File: config.mk
export PLATFORM = sky130hd
export DESIGN_NAME = utf_top
export DESIGN_NICKNAME = d
export VERILOG_FILES = /design/src/hdl/utf_pkg.sv /design/src/hdl/utf_parity.sv /design/src/hdl/utf_top.sv
export VERILOG_INCLUDE_DIRS = /design/src /design/src/hdl
export SDC_FILE = /design/constraint.sdc
export NUM_CORES = 1
export LEC_CHECK = 0
export ABC_AREA = 1
export BUFFER_PORTS_ARGS = -buffer_cell sky130_fd_sc_hd__buf_2
export CAP_MARGIN = 20
export CORE_MARGIN = 5
export CORE_UTILIZATION = 54
export CTS_CLUSTER_SIZE = 30
export DETAILED_ROUTE_END_ITERATION = 16
export MAX_ROUTING_LAYER = met4
export PLACE_DENSITY_LB_ADDON = 0.12
export SLEW_MARGIN = 25
export SYNTH_ARGS = -nofsm -noshare
export SYNTH_HDL_FRONTEND = slang
export SYNTH_SLANG_ARGS = --single-unit
File: constraint.sdc
create_clock -name ref_clk -period 2.25 [get_ports ref_clk]
set_input_delay 0.3375 -clock ref_clk [delete_from_list [all_inputs] [get_ports ref_clk]]
set_output_delay 0.3375 -clock ref_clk [all_outputs]
set_load 0.02 [all_outputs]
File: src/hdl/utf_cfg.svh
/*
 * Register map, field positions, reset values and trigger tables of the
 * UART trigger and frame format block.
 * Assumes it is included by bare name from every file that needs a constant.
 */
`ifndef UTF_CFG_SVH
`define UTF_CFG_SVH

// ****************************************************************
// register byte addresses (one aligned 32-bit word each)
// ****************************************************************
`define UTF_ADDR_LFC       8'h00
`define UTF_ADDR_FSC       8'h04
`define UTF_ADDR_FTC       8'h08
`define UTF_ADDR_TPV       8'h0c
`define UTF_ADDR_EFE       8'h10
`define UTF_ADDR_STAT      8'h14

// ****************************************************************
// field positions
// ****************************************************************
`define UTF_FSC_EN         0
`define UTF_FSC_RXFLUSH    1
`define UTF_FSC_TXFLUSH    2
`define UTF_FSC_DMA        3
`define UTF_FSC_TX_LSB     4
`define UTF_FSC_RX_LSB     6
`define UTF_FTC_TBL_LSB    4
`define UTF_FTC_TXSEL      7
`define UTF_EFE_ENH        4
`define UTF_LFC_STOP       2
`define UTF_LFC_PAR_EN     3
`define UTF_LFC_EVEN       4
`define UTF_LFC_FORCE      5
`define UTF_STAT_TX_LSB    8
`define UTF_STAT_RXIRQ     16
`define UTF_STAT_TXIRQ     17
`define UTF_STAT_FIFOEN    18

// ****************************************************************
// reset values and fixed figures
// ****************************************************************
`define UTF_LFC_RST        8'h00
`define UTF_FTC_RST        8'h00
`define UTF_EFE_RST        8'h00
`define UTF_TPV_RST        8'h01
`define UTF_MIN_BITS       4'h5
`define UTF_STOP_ONE       3'h2
`define UTF_STOP_ONE_HALF  3'h3
`define UTF_STOP_TWO       3'h4
`define UTF_RESP_OKAY      2'h0
`define UTF_RESP_SLVERR    2'h2

// ****************************************************************
// trigger tables, one byte per code, code 11 in the top byte
// ****************************************************************
`define UTF_RX_TBL_A       32'h0e08_0401
`define UTF_TX_TBL_A       32'h0101_0101
`define UTF_RX_TBL_B       32'h1c18_1008
`define UTF_TX_TBL_B       32'h1e18_0810
`define UTF_RX_TBL_C       32'h3c38_1008
`define UTF_TX_TBL_C       32'h3820_1008

`endif

File: src/hdl/utf_pkg.sv
/*
 * Types shared by the trigger and frame format block.
 * Assumes nothing beyond a SystemVerilog compiler.
 */
package utf_pkg;

  // trigger table selection
  typedef enum logic [1:0] {
    UTF_TBL_A = 2'h0,
    UTF_TBL_B = 2'h1,
    UTF_TBL_C = 2'h2,
    UTF_TBL_D = 2'h3
  } utf_table_e;

  // a trigger level in characters
  typedef logic [7:0] utf_lvl_t;

endpackage

File: src/hdl/utf_parity.sv
/*
 * Parity of one character over the programmed number of data bits.
 * Assumes the word length code and parity controls are stable registers.
 */
module utf_parity (
  // character
  input  wire logic [7:0] data,
  input  wire logic [1:0] word_code,
  // parity controls
  input  wire logic       par_en,
  input  wire logic       even_sel,
  input  wire logic       force_sel,
  // result
  output logic            parity
);

  logic [7:0] mask;
  logic       ones;

  // bits above the word length never reach the line, so they are masked out
  // RQ20: programmed bits only
  always_comb begin
    unique case (word_code)
      2'h0: mask = 8'h1f;
      2'h1: mask = 8'h3f;
      2'h2: mask = 8'h7f;
      2'h3: mask = 8'hff;
    endcase
    ones = ^(data & mask);
  end

  // parity selection
  always_comb begin
    if (!par_en) begin
      parity = 1'b0;
    end else if (force_sel) begin
      // RQ14: forced mark
      // RQ15: forced space
      parity = ~even_sel;
    end else if (even_sel) begin
      // RQ13: even count
      parity = ones;
    end else begin
      // RQ12: odd count
      parity = ~ones;
    end
  end

endmodule

File: src/hdl/utf_top.sv
/*
 * UART trigger level selection and serial character format control,
 * reached over an AXI4-Lite slave port.
 * Assumes the FIFO counts and the serial data come from logic on ref_clk.
 */
// Decided for this implementation: the AXI4-Lite slave port and the register addresses.
// How it works
// RQ1: two-bit receive trigger code, reset gives one
// RQ2: receive interrupt when count reaches trigger
// RQ3: table select field picks trigger table
// RQ4: one table selection shared by both directions
// RQ5: table A: receive 1/4/8/14, transmit one
// RQ6: tables B and C give listed levels
// RQ7: table D receive level from program value
// RQ8: table D transmit level from program value
// RQ9: word length code gives 5 to 8 bits
// RQ10: stop bit one, one-and-half, or two
// RQ11: parity bit sent and checked when enabled
// RQ12: odd parity is the default mode
// RQ13: even parity generated and checked
// RQ14: forced mark parity bit
// RQ15: forced space parity bit
// RQ16: remote end must check same parity
// RQ17: transmit interrupt below trigger or emptied
// RQ18: setup writes ignored unless enable bit set
// RQ19: transmit trigger needs enhanced enable bit
// RQ20: parity over programmed bits, after data
`include "utf_cfg.svh"

module utf_top #(
  parameter int FIFO_DEPTH = 128,
  parameter int CNT_W      = 8
) (
  // clock and reset
  input  wire logic                 ref_clk,
  input  wire logic                 resetn,
  // axi4-lite write
  input  wire logic [7:0]           s_axi_awaddr,
  input  wire logic                 s_axi_awvalid,
  output logic                      s_axi_awready,
  input  wire logic [31:0]          s_axi_wdata,
  input  wire logic [3:0]           s_axi_wstrb,
  input  wire logic                 s_axi_wvalid,
  output logic                      s_axi_wready,
  output logic [1:0]                s_axi_bresp,
  output logic                      s_axi_bvalid,
  input  wire logic                 s_axi_bready,
  // axi4-lite read
  input  wire logic [7:0]           s_axi_araddr,
  input  wire logic                 s_axi_arvalid,
  output logic                      s_axi_arready,
  output logic [31:0]               s_axi_rdata,
  output logic [1:0]                s_axi_rresp,
  output logic                      s_axi_rvalid,
  input  wire logic                 s_axi_rready,
  // fifo side
  input  wire logic [CNT_W-1:0]     rx_fifo_count,
  input  wire logic [CNT_W-1:0]     tx_fifo_count,
  input  wire logic                 tx_irq_clear,
  output utf_pkg::utf_lvl_t         rx_trigger_level,
  output utf_pkg::utf_lvl_t         tx_trigger_level,
  output logic                      rx_trigger_irq,
  output logic                      tx_trigger_irq,
  output logic                      fifo_enable,
  output logic                      dma_mode,
  output logic                      rx_fifo_flush,
  output logic                      tx_fifo_flush,
  // character format
  output logic [3:0]                data_bits,
  output logic [2:0]                stop_half_bits,
  output logic                      parity_enable,
  // parity generation and check
  input  wire logic [7:0]           tx_data,
  output logic                      tx_parity_bit,
  input  wire logic [7:0]           rx_data,
  input  wire logic                 rx_parity_in,
  output logic                      rx_parity_error
);
  import utf_pkg::*;

  // the largest table entry is 60 characters
  if (FIFO_DEPTH < 64 || (1 << CNT_W) <= FIFO_DEPTH) begin : g_bad_size
    $error("utf_top: fifo depth or count width cannot hold the trigger levels");
  end

  // ****************************************************************
  // declarations
  // ****************************************************************
  logic [7:0]  lfc_q;
  logic [1:0]  rx_code_q;
  logic [1:0]  tx_code_q;
  logic        fifo_en_q;
  logic        dma_q;
  logic        rx_flush_q;
  logic        tx_flush_q;
  logic [7:0]  ftc_q;
  logic [7:0]  efe_q;
  utf_lvl_t    rx_prog_q;
  utf_lvl_t    tx_prog_q;
  utf_lvl_t    rx_lvl_q;
  utf_lvl_t    tx_lvl_q;
  logic        rx_irq_q;
  logic        tx_irq_q;
  logic        tx_below_q;
  logic        tx_over_q;
  logic [CNT_W-1:0] tx_cnt_q;
  logic [3:0]  bits_q;
  logic [2:0]  stop_q;
  logic        par_en_q;
  logic        tx_par_q;
  logic        rx_err_q;
  logic        tx_par_d;
  logic        rx_par_exp;
  logic        aw_held_q;
  logic        w_held_q;
  logic [7:0]  aw_addr_q;
  logic [31:0] w_data_q;
  logic [3:0]  w_strb_q;
  logic        bvalid_q;
  logic [1:0]  bresp_q;
  logic        rvalid_q;
  logic [31:0] rdata_q;
  logic [1:0]  rresp_q;
  logic        aw_ok;
  logic        w_ok;
  logic        do_wr;
  logic [7:0]  wr_addr;
  logic [31:0] wd;
  logic        wr_lane0;
  logic [2:0]  wsel;
  logic [2:0]  rsel;
  logic        reg_we;
  logic        tx_below;
  utf_table_e  tbl;

  // ****************************************************************
  // helpers
  // ****************************************************************

  // register index of a byte address, 3'h7 when unmapped
  function automatic logic [2:0] reg_index(input logic [7:0] addr);
    logic [2:0] idx;
    idx = 3'h7;
    unique case (addr)
      `UTF_ADDR_LFC:  idx = 3'h0;
      `UTF_ADDR_FSC:  idx = 3'h1;
      `UTF_ADDR_FTC:  idx = 3'h2;
      `UTF_ADDR_TPV:  idx = 3'h3;
      `UTF_ADDR_EFE:  idx = 3'h4;
      `UTF_ADDR_STAT: idx = 3'h5;
      default:        idx = 3'h7;
    endcase
    return idx;
  endfunction

  // trigger level from the shared table for either direction
  function automatic utf_lvl_t trig_pick(input utf_table_e t, input logic [1:0] code,
                                         input logic is_tx, input utf_lvl_t prog);
    logic [31:0] row;
    row = 32'h0000_0000;
    unique case (t)
      UTF_TBL_A: row = is_tx ? `UTF_TX_TBL_A : `UTF_RX_TBL_A;
      UTF_TBL_B: row = is_tx ? `UTF_TX_TBL_B : `UTF_RX_TBL_B;
      UTF_TBL_C: row = is_tx ? `UTF_TX_TBL_C : `UTF_RX_TBL_C;
      UTF_TBL_D: row = 32'h0000_0000;
    endcase
    return (t == UTF_TBL_D) ? prog : row[{code, 3'b000} +: 8];
  endfunction

  // ****************************************************************
  // axi4-lite write channel
  // ****************************************************************

  // address and data may arrive in either order; the first one is parked
  assign s_axi_awready = !aw_held_q && !bvalid_q;
  assign s_axi_wready  = !w_held_q && !bvalid_q;
  assign aw_ok    = aw_held_q || (s_axi_awvalid && s_axi_awready);
  assign w_ok     = w_held_q || (s_axi_wvalid && s_axi_wready);
  assign do_wr    = aw_ok && w_ok && !bvalid_q;
  assign wr_addr  = aw_held_q ? aw_addr_q : s_axi_awaddr;
  assign wd       = w_held_q ? w_data_q : s_axi_wdata;
  assign wr_lane0 = w_held_q ? w_strb_q[0] : s_axi_wstrb[0];
  assign wsel     = reg_index(wr_addr);
  // only byte lane 0 carries register bits
  assign reg_we   = do_wr && wr_lane0;

  // parking of write address and data
  always_ff @(posedge ref_clk or negedge resetn) begin
    if (!resetn) begin
      aw_held_q <= 1'b0;
      w_held_q  <= 1'b0;
      aw_addr_q <= 8'h00;
      w_data_q  <= 32'h0000_0000;
      w_strb_q  <= 4'h0;
    end else begin
      if (do_wr) begin
        aw_held_q <= 1'b0;
      end else if (s_axi_awvalid && s_axi_awready) begin
        aw_held_q <= 1'b1;
        aw_addr_q <= s_axi_awaddr;
      end
      if (do_wr) begin
        w_held_q <= 1'b0;
      end else if (s_axi_wvalid && s_axi_wready) begin
        w_held_q <= 1'b1;
        w_data_q <= s_axi_wdata;
        w_strb_q <= s_axi_wstrb;
      end
    end
  end

  // write response, one cycle after both halves are in
  always_ff @(posedge ref_clk or negedge resetn) begin
    if (!resetn) begin
      bvalid_q <= 1'b0;
      bresp_q  <= `UTF_RESP_OKAY;
    end else if (do_wr) begin
      bvalid_q <= 1'b1;
      bresp_q  <= (wsel == 3'h7) ? `UTF_RESP_SLVERR : `UTF_RESP_OKAY;
    end else if (s_axi_bready) begin
      bvalid_q <= 1'b0;
    end
  end
  assign s_axi_bvalid = bvalid_q;
  assign s_axi_bresp  = bresp_q;

  // ****************************************************************
  // axi4-lite read channel
  // ****************************************************************
  assign s_axi_arready = !rvalid_q;
  assign rsel          = reg_index(s_axi_araddr);

  // the setup register is write-only and reads as zero
  always_ff @(posedge ref_clk or negedge resetn) begin
    if (!resetn) begin
      rvalid_q <= 1'b0;
      rdata_q  <= 32'h0000_0000;
      rresp_q  <= `UTF_RESP_OKAY;
    end else if (s_axi_arvalid && s_axi_arready) begin
      rvalid_q <= 1'b1;
      rresp_q  <= (rsel == 3'h7) ? `UTF_RESP_SLVERR : `UTF_RESP_OKAY;
      rdata_q  <= 32'h0000_0000;
      unique case (rsel)
        3'h0: rdata_q[7:0] <= lfc_q;
        3'h2: rdata_q[7:0] <= ftc_q;
        3'h3: rdata_q[7:0] <= ftc_q[`UTF_FTC_TXSEL] ? tx_prog_q : rx_prog_q;
        3'h4: rdata_q[7:0] <= efe_q;
        3'h5: begin
          rdata_q[7:0]                         <= rx_lvl_q;
          rdata_q[`UTF_STAT_TX_LSB +: 8]       <= tx_lvl_q;
          rdata_q[`UTF_STAT_RXIRQ]             <= rx_irq_q;
          rdata_q[`UTF_STAT_TXIRQ]             <= tx_irq_q;
          rdata_q[`UTF_STAT_FIFOEN]            <= fifo_en_q;
        end
        default: rdata_q <= 32'h0000_0000;
      endcase
    end else if (s_axi_rready) begin
      rvalid_q <= 1'b0;
    end
  end
  assign s_axi_rvalid = rvalid_q;
  assign s_axi_rdata  = rdata_q;
  assign s_axi_rresp  = rresp_q;

  // ****************************************************************
  // control registers
  // ****************************************************************

  // format, table select, enhanced enable and program values
  always_ff @(posedge ref_clk or negedge resetn) begin
    if (!resetn) begin
      lfc_q     <= `UTF_LFC_RST;
      ftc_q     <= `UTF_FTC_RST;
      efe_q     <= `UTF_EFE_RST;
      rx_prog_q <= `UTF_TPV_RST;
      tx_prog_q <= `UTF_TPV_RST;
    end else if (reg_we) begin
      if (wsel == 3'h0) lfc_q <= wd[7:0];
      // RQ3: table select stored
      if (wsel == 3'h2) ftc_q <= wd[7:0];
      if (wsel == 3'h4) efe_q <= wd[7:0];
      // RQ7: receive program value
      // RQ8: transmit program value
      if (wsel == 3'h3 && !ftc_q[`UTF_FTC_TXSEL]) rx_prog_q <= wd[7:0];
      if (wsel == 3'h3 && ftc_q[`UTF_FTC_TXSEL])  tx_prog_q <= wd[7:0];
    end
  end

  // fifo setup register; every field except the enable bit itself waits for the enable bit in the same write
  always_ff @(posedge ref_clk or negedge resetn) begin
    if (!resetn) begin
      fifo_en_q  <= 1'b0;
      dma_q      <= 1'b0;
      rx_code_q  <= 2'h0;
      tx_code_q  <= 2'h0;
      rx_flush_q <= 1'b0;
      tx_flush_q <= 1'b0;
    end else begin
      rx_flush_q <= 1'b0;
      tx_flush_q <= 1'b0;
      if (reg_we && wsel == 3'h1) begin
        fifo_en_q <= wd[`UTF_FSC_EN];
        // RQ18: enable bit gates
        if (wd[`UTF_FSC_EN]) begin
          dma_q      <= wd[`UTF_FSC_DMA];
          rx_flush_q <= wd[`UTF_FSC_RXFLUSH];
          tx_flush_q <= wd[`UTF_FSC_TXFLUSH];
          // RQ1: receive code stored
          rx_code_q  <= wd[`UTF_FSC_RX_LSB +: 2];
          // RQ19: enhanced enable gates
          if (efe_q[`UTF_EFE_ENH]) tx_code_q <= wd[`UTF_FSC_TX_LSB +: 2];
        end
      end
    end
  end

  // ****************************************************************
  // trigger levels
  // ****************************************************************
  assign tbl = utf_table_e'(ftc_q[`UTF_FTC_TBL_LSB +: 2]);

  // RQ4: one shared table
  // RQ5: table A levels
  // RQ6: tables B and C
  always_ff @(posedge ref_clk or negedge resetn) begin
    if (!resetn) begin
      rx_lvl_q <= 8'h01;
      tx_lvl_q <= 8'h01;
    end else begin
      rx_lvl_q <= trig_pick(tbl, rx_code_q, 1'b0, rx_prog_q);
      tx_lvl_q <= trig_pick(tbl, tx_code_q, 1'b1, tx_prog_q);
    end
  end
  assign rx_trigger_level = rx_lvl_q;
  assign tx_trigger_level = tx_lvl_q;

  // ****************************************************************
  // trigger interrupts
  // ****************************************************************
  assign tx_below = tx_fifo_count < CNT_W'(tx_lvl_q);

  // RQ2: receive level reached
  always_ff @(posedge ref_clk or negedge resetn) begin
    if (!resetn) begin
      rx_irq_q <= 1'b0;
    end else begin
      rx_irq_q <= fifo_en_q && (rx_fifo_count >= CNT_W'(rx_lvl_q));
    end
  end

  // a new falling edge or an empty after a short reload sets, the set beats a clear
  // RQ17: transmit falls below
  always_ff @(posedge ref_clk or negedge resetn) begin
    if (!resetn) begin
      tx_irq_q   <= 1'b0;
      tx_below_q <= 1'b1;
      tx_over_q  <= 1'b0;
      tx_cnt_q   <= '0;
    end else begin
      tx_below_q <= tx_below;
      tx_cnt_q   <= tx_fifo_count;
      if (tx_fifo_count == '0) begin
        tx_over_q <= 1'b0;
      end else if (!tx_below && tx_fifo_count != CNT_W'(tx_lvl_q)) begin
        tx_over_q <= 1'b1;
      end
      if (fifo_en_q && ((tx_below && !tx_below_q) ||
          (tx_fifo_count == '0 && tx_cnt_q != '0 && !tx_over_q))) begin
        tx_irq_q <= 1'b1;
      end else if (tx_irq_clear || !fifo_en_q) begin
        tx_irq_q <= 1'b0;
      end
    end
  end
  assign rx_trigger_irq = rx_irq_q;
  assign tx_trigger_irq = tx_irq_q;
  assign fifo_enable    = fifo_en_q;
  assign dma_mode       = dma_q;
  assign rx_fifo_flush  = rx_flush_q;
  assign tx_fifo_flush  = tx_flush_q;

  // ****************************************************************
  // character format and parity
  // ****************************************************************

  // RQ9: word length
  // RQ10: stop length
  // RQ11: parity enable
  always_ff @(posedge ref_clk or negedge resetn) begin
    if (!resetn) begin
      bits_q   <= `UTF_MIN_BITS;
      stop_q   <= `UTF_STOP_ONE;
      par_en_q <= 1'b0;
    end else begin
      bits_q   <= 4'(`UTF_MIN_BITS + {2'b00, lfc_q[1:0]});
      par_en_q <= lfc_q[`UTF_LFC_PAR_EN];
      if (!lfc_q[`UTF_LFC_STOP]) begin
        stop_q <= `UTF_STOP_ONE;
      end else if (lfc_q[1:0] == 2'h0) begin
        stop_q <= `UTF_STOP_ONE_HALF;
      end else begin
        stop_q <= `UTF_STOP_TWO;
      end
    end
  end
  assign data_bits      = bits_q;
  assign stop_half_bits = stop_q;
  assign parity_enable  = par_en_q;

  // the same generator serves sending and checking, so both use one format
  utf_parity u_tx_par (
    .data      (tx_data),
    .word_code (lfc_q[1:0]),
    .par_en    (lfc_q[`UTF_LFC_PAR_EN]),
    .even_sel  (lfc_q[`UTF_LFC_EVEN]),
    .force_sel (lfc_q[`UTF_LFC_FORCE]),
    .parity    (tx_par_d)
  );
  utf_parity u_rx_par (
    .data      (rx_data),
    .word_code (lfc_q[1:0]),
    .par_en    (lfc_q[`UTF_LFC_PAR_EN]),
    .even_sel  (lfc_q[`UTF_LFC_EVEN]),
    .force_sel (lfc_q[`UTF_LFC_FORCE]),
    .parity    (rx_par_exp)
  );

  // RQ11: check received parity
  always_ff @(posedge ref_clk or negedge resetn) begin
    if (!resetn) begin
      tx_par_q <= 1'b0;
      rx_err_q <= 1'b0;
    end else begin
      tx_par_q <= tx_par_d;
      rx_err_q <= lfc_q[`UTF_LFC_PAR_EN] && (rx_parity_in != rx_par_exp);
    end
  end
  assign tx_parity_bit   = tx_par_q;
  assign rx_parity_error = rx_err_q;
endmodule

==> results.toml <==
[sta]
setup_viol_count_final = 0
fmax_mhz = 512
worst_slew_pin_slew_ns = 0.810
fin_ws_ns = 0.297
slew_headroom_pct = 45.4
rsz0062_at_grt = "false"
timing.final.crit_share_pct = 86.8
fin_worst_skew_ns = 0.00600
slew_violations = 0
layout_min_cycle_time_ns = 1.95
setup-tns-final_ns = 0
hold_viol = 0

[synthesis]
ys_types = 42
synth_compound_area_share_pct = 9.17
synth_top_family_by_area = "simple AND/OR/NAND/NOR gates"
synth_edf_count = 0
synth.area.top_cells = "dfrtp_1 45%, nand2_1 13%, inv_1 6.5%"
ys_seq_area_share_pct = 48.0
synth.avg_cell_area_um2 = 7.99
ys_warn_count = 0
yosysTopAreaCellShare_pct = 44.9
ys.flop_type = "dfrtp_1"
synth_simple_gate_area_share_pct = 26.5
muxShareOfSynthArea_pct = 0.505
async_flop_share_pct = 100
synth-adder-area-share_pct = 4.49
synth_seq_cells = 128
synth_xor_area_share_pct = 1.18
yosys.area.top_type = "dfrtp_1"
synth_area_mm2 = 0.00669
synthCells = 837

[layout]
fill_cells = 1055
largest_register_ffs = 19
regArea_mm2 = 0.00321
final_common_cell = "nand2_1"
syn_to_final_growth_pct = 21.4
layoutNonFillerInstCount = 1151
insertedDiodeCount = 0
fin_area_mm2 = 0.00812
multi_input_area_mm2 = 0.00285
final_cell_mix = "238 x nand2_1, 122 x buf_2, 120 x dfrtp_1"
nets = 1087
drive_gt1_share_pct = 20.1

[floorplanning]
start_util_pct = 55.4
fp.dieH_um = 121
die_x_um = 121
dieArea_mm2 = 0.0147
rows = 40
boundaryPins = 166
coreArea_mm2 = 0.0121

[placed_design]
routabilityCongestion = 0.896
pre_cts_ws_ns = -0.0191
dp_cells = 1118
placedInstanceArea_mm2 = 0.00749
io_buffers = 123
dp_hpwl_mm = 11.9

[detailed_routing]
wl_per_cell_um = 13.6
drt_iter0_markers = 360
wl_mm = 15.7
dr_total_vias = 5647
first_pass_iters = 5
viasPerCell = 4.91
antenna_left = 0
drc = 0

[worst_setup_path]
cp.required_ns = 2.51
critPathMaxFanout = 16
crit_path_end_kind = "register"
cp_data_arrival_time_ns = 2.21
worstSetupPathType = "reg -> reg"
critPathLaunchType = "register"

[cts]
ctsHtreeMaxLevel = 4
clock_sinks = 128
clockRootBuffer = "clkbuf_16"
clkTransAtPathRegs_ns = 0.05
numCtsBuffers = 17
cts_tree = "yes"
insertion_delay_ns = 0.42
post_cts_buffers = 0
clk_path_buf_depth = 2

[status]
status = "finished, final reports clean"

[grt]
antenna_found_initial = 0
grt_overflow_total = 0
grt_max_degree = 53
grt_first_pass_wirelength_mm = 25.9
track_usage_pct = 23.0
first_global_vias = 5448

[power_and_ir_drop]
pwr_density_cell_mw_per_mm2 = 886
peakVddDrop_v = 0.000681
p_leak_nw = 4.26

[job]
drv_cap = 0

[min_path]
worstHoldPathType = "in -> reg"
==> worst max-delay path: stages, from the launching register on <==
cell	delay, ns
dfrtp_1	0.59
inv_6	0.10
nand2_1	0.09
o21ai_2	0.09
a21oi_1	0.17
o21ai_0	0.14
nor2_1	0.10
nand2_1	0.28
nand2_1	0.13
o21ai_0	0.09
==> Yosys cell counts, types with 2 or more instances <==
| library cell | n |
|---|---|
| nand2_1 | 239 |
| nor2_1 | 74 |
| or2_2 | 3 |
| nor4_1 | 4 |
| o31ai_1 | 9 |
| o21ai_0 | 70 |
| ha_1 | 24 |
| nand4_1 | 40 |
| a31oi_1 | 2 |
| dfrtp_1 | 120 |
| buf_4 | 15 |
| buf_6 | 2 |
| nand3_1 | 30 |
| nor3_1 | 2 |
| nand2_2 | 2 |
| o21ai_1 | 7 |
| xor2_1 | 5 |
| buf_2 | 8 |
| clkbuf_1 | 14 |
| nand3_4 | 3 |
| o21ai_2 | 4 |
| o22ai_1 | 2 |
| inv_1 | 116 |
| xnor2_1 | 4 |
| mux2_2 | 3 |
| a21oi_1 | 12 |
| dfstp_2 | 8 |
==> what timing repair did <==
item | CTS | global route
hold endpoints to repair | 37 | 0
setup endpoints to repair | 0 | 7
hold buffers | 1 | 0
resized for setup | 0 | 1
==> cell families (layout without fill, tap and decap cells) <==
| kind of cell | Yosys count | count (layout) |
|---|---|---|
| and+or+nand+nor | 404 | 404 |
| buffers and inverters | 157 | 289 |
| DFF | 128 | 128 |
| AOI/OAI and AO/OA | 111 | 111 |
| adders and majority gates | 24 | 24 |
| xor gates and xnor gates | 9 | 9 |
| muxes | 3 | 3 |
| other | 1 | 15 |
==> per-layer routing <==
layer | up-vias | share of wire [%] | GRT usage (%)
met2 | 151 | 45 | 35.0
met1 | 2545 | 47 | 30.6
met5 | - | 0 | -
li1 | 2929 | - | -
met4 | 0 | 1.8 | 8.68
met3 | 22 | 5.4 | 4.71
==> per-stage QoR <==
step	util, %	power, mW	hold WS [ns]
after detailed placement	62.1	4.40	0.371
after floorplan	-	3.87	0.0419
after global routing	67.3	7.59	0.0356
after global placement	62.1	4.37	0.370
final	67.3	7.19	0.0462
after CTS	67.3	7.25	0.0268
==> cell type report <==
type                       instances  share of cell area, %
clock buffer                      26                   6.27
clock inverter                     6                   1.29
inverter                         118                   5.52
tap                              168                   2.59
sequential                       128                   39.6
timing repair buffer             139                   9.59
multi-input combinational        566                   35.2
==> power by group <==
group	internal (mW)	switching (mW)	leakage [nW]	total, mW
Combinational	0.502	1.04	2.26	1.54
Clock	1.88	0.944	0.304	2.83
Sequential	2.60	0.216	1.69	2.82
==> final timing paths <==
kind | slack (ns) | startpoint | end | depth (start not counted)
worst max-delay path | 0.30 | aw_held_q$_DFFE_PN0P_ | efe_q[1]$_DFFE_PN0P_ | 9
worst min-delay path | 0.05 | tx_fifo_count[0] | tx_cnt_q[0]$_DFF_PN0_ | 1
worst max register to register | 0.30 | aw_held_q$_DFFE_PN0P_ | efe_q[1]$_DFFE_PN0P_ | 9
worst min register to register | 0.46 | rx_prog_q[0]$_DFFE_PN1P_ | rx_prog_q[0]$_DFFE_PN1P_ | 2
max in group asynchronous | 1.09 | resetn | rx_trigger_level[0]$_DFF_PN1_ | 3
min in group asynchronous | 0.45 | resetn | data_bits[3]$_DFF_PN0_ | 2
Note: power is estimated with default switching activity, not from simulation.
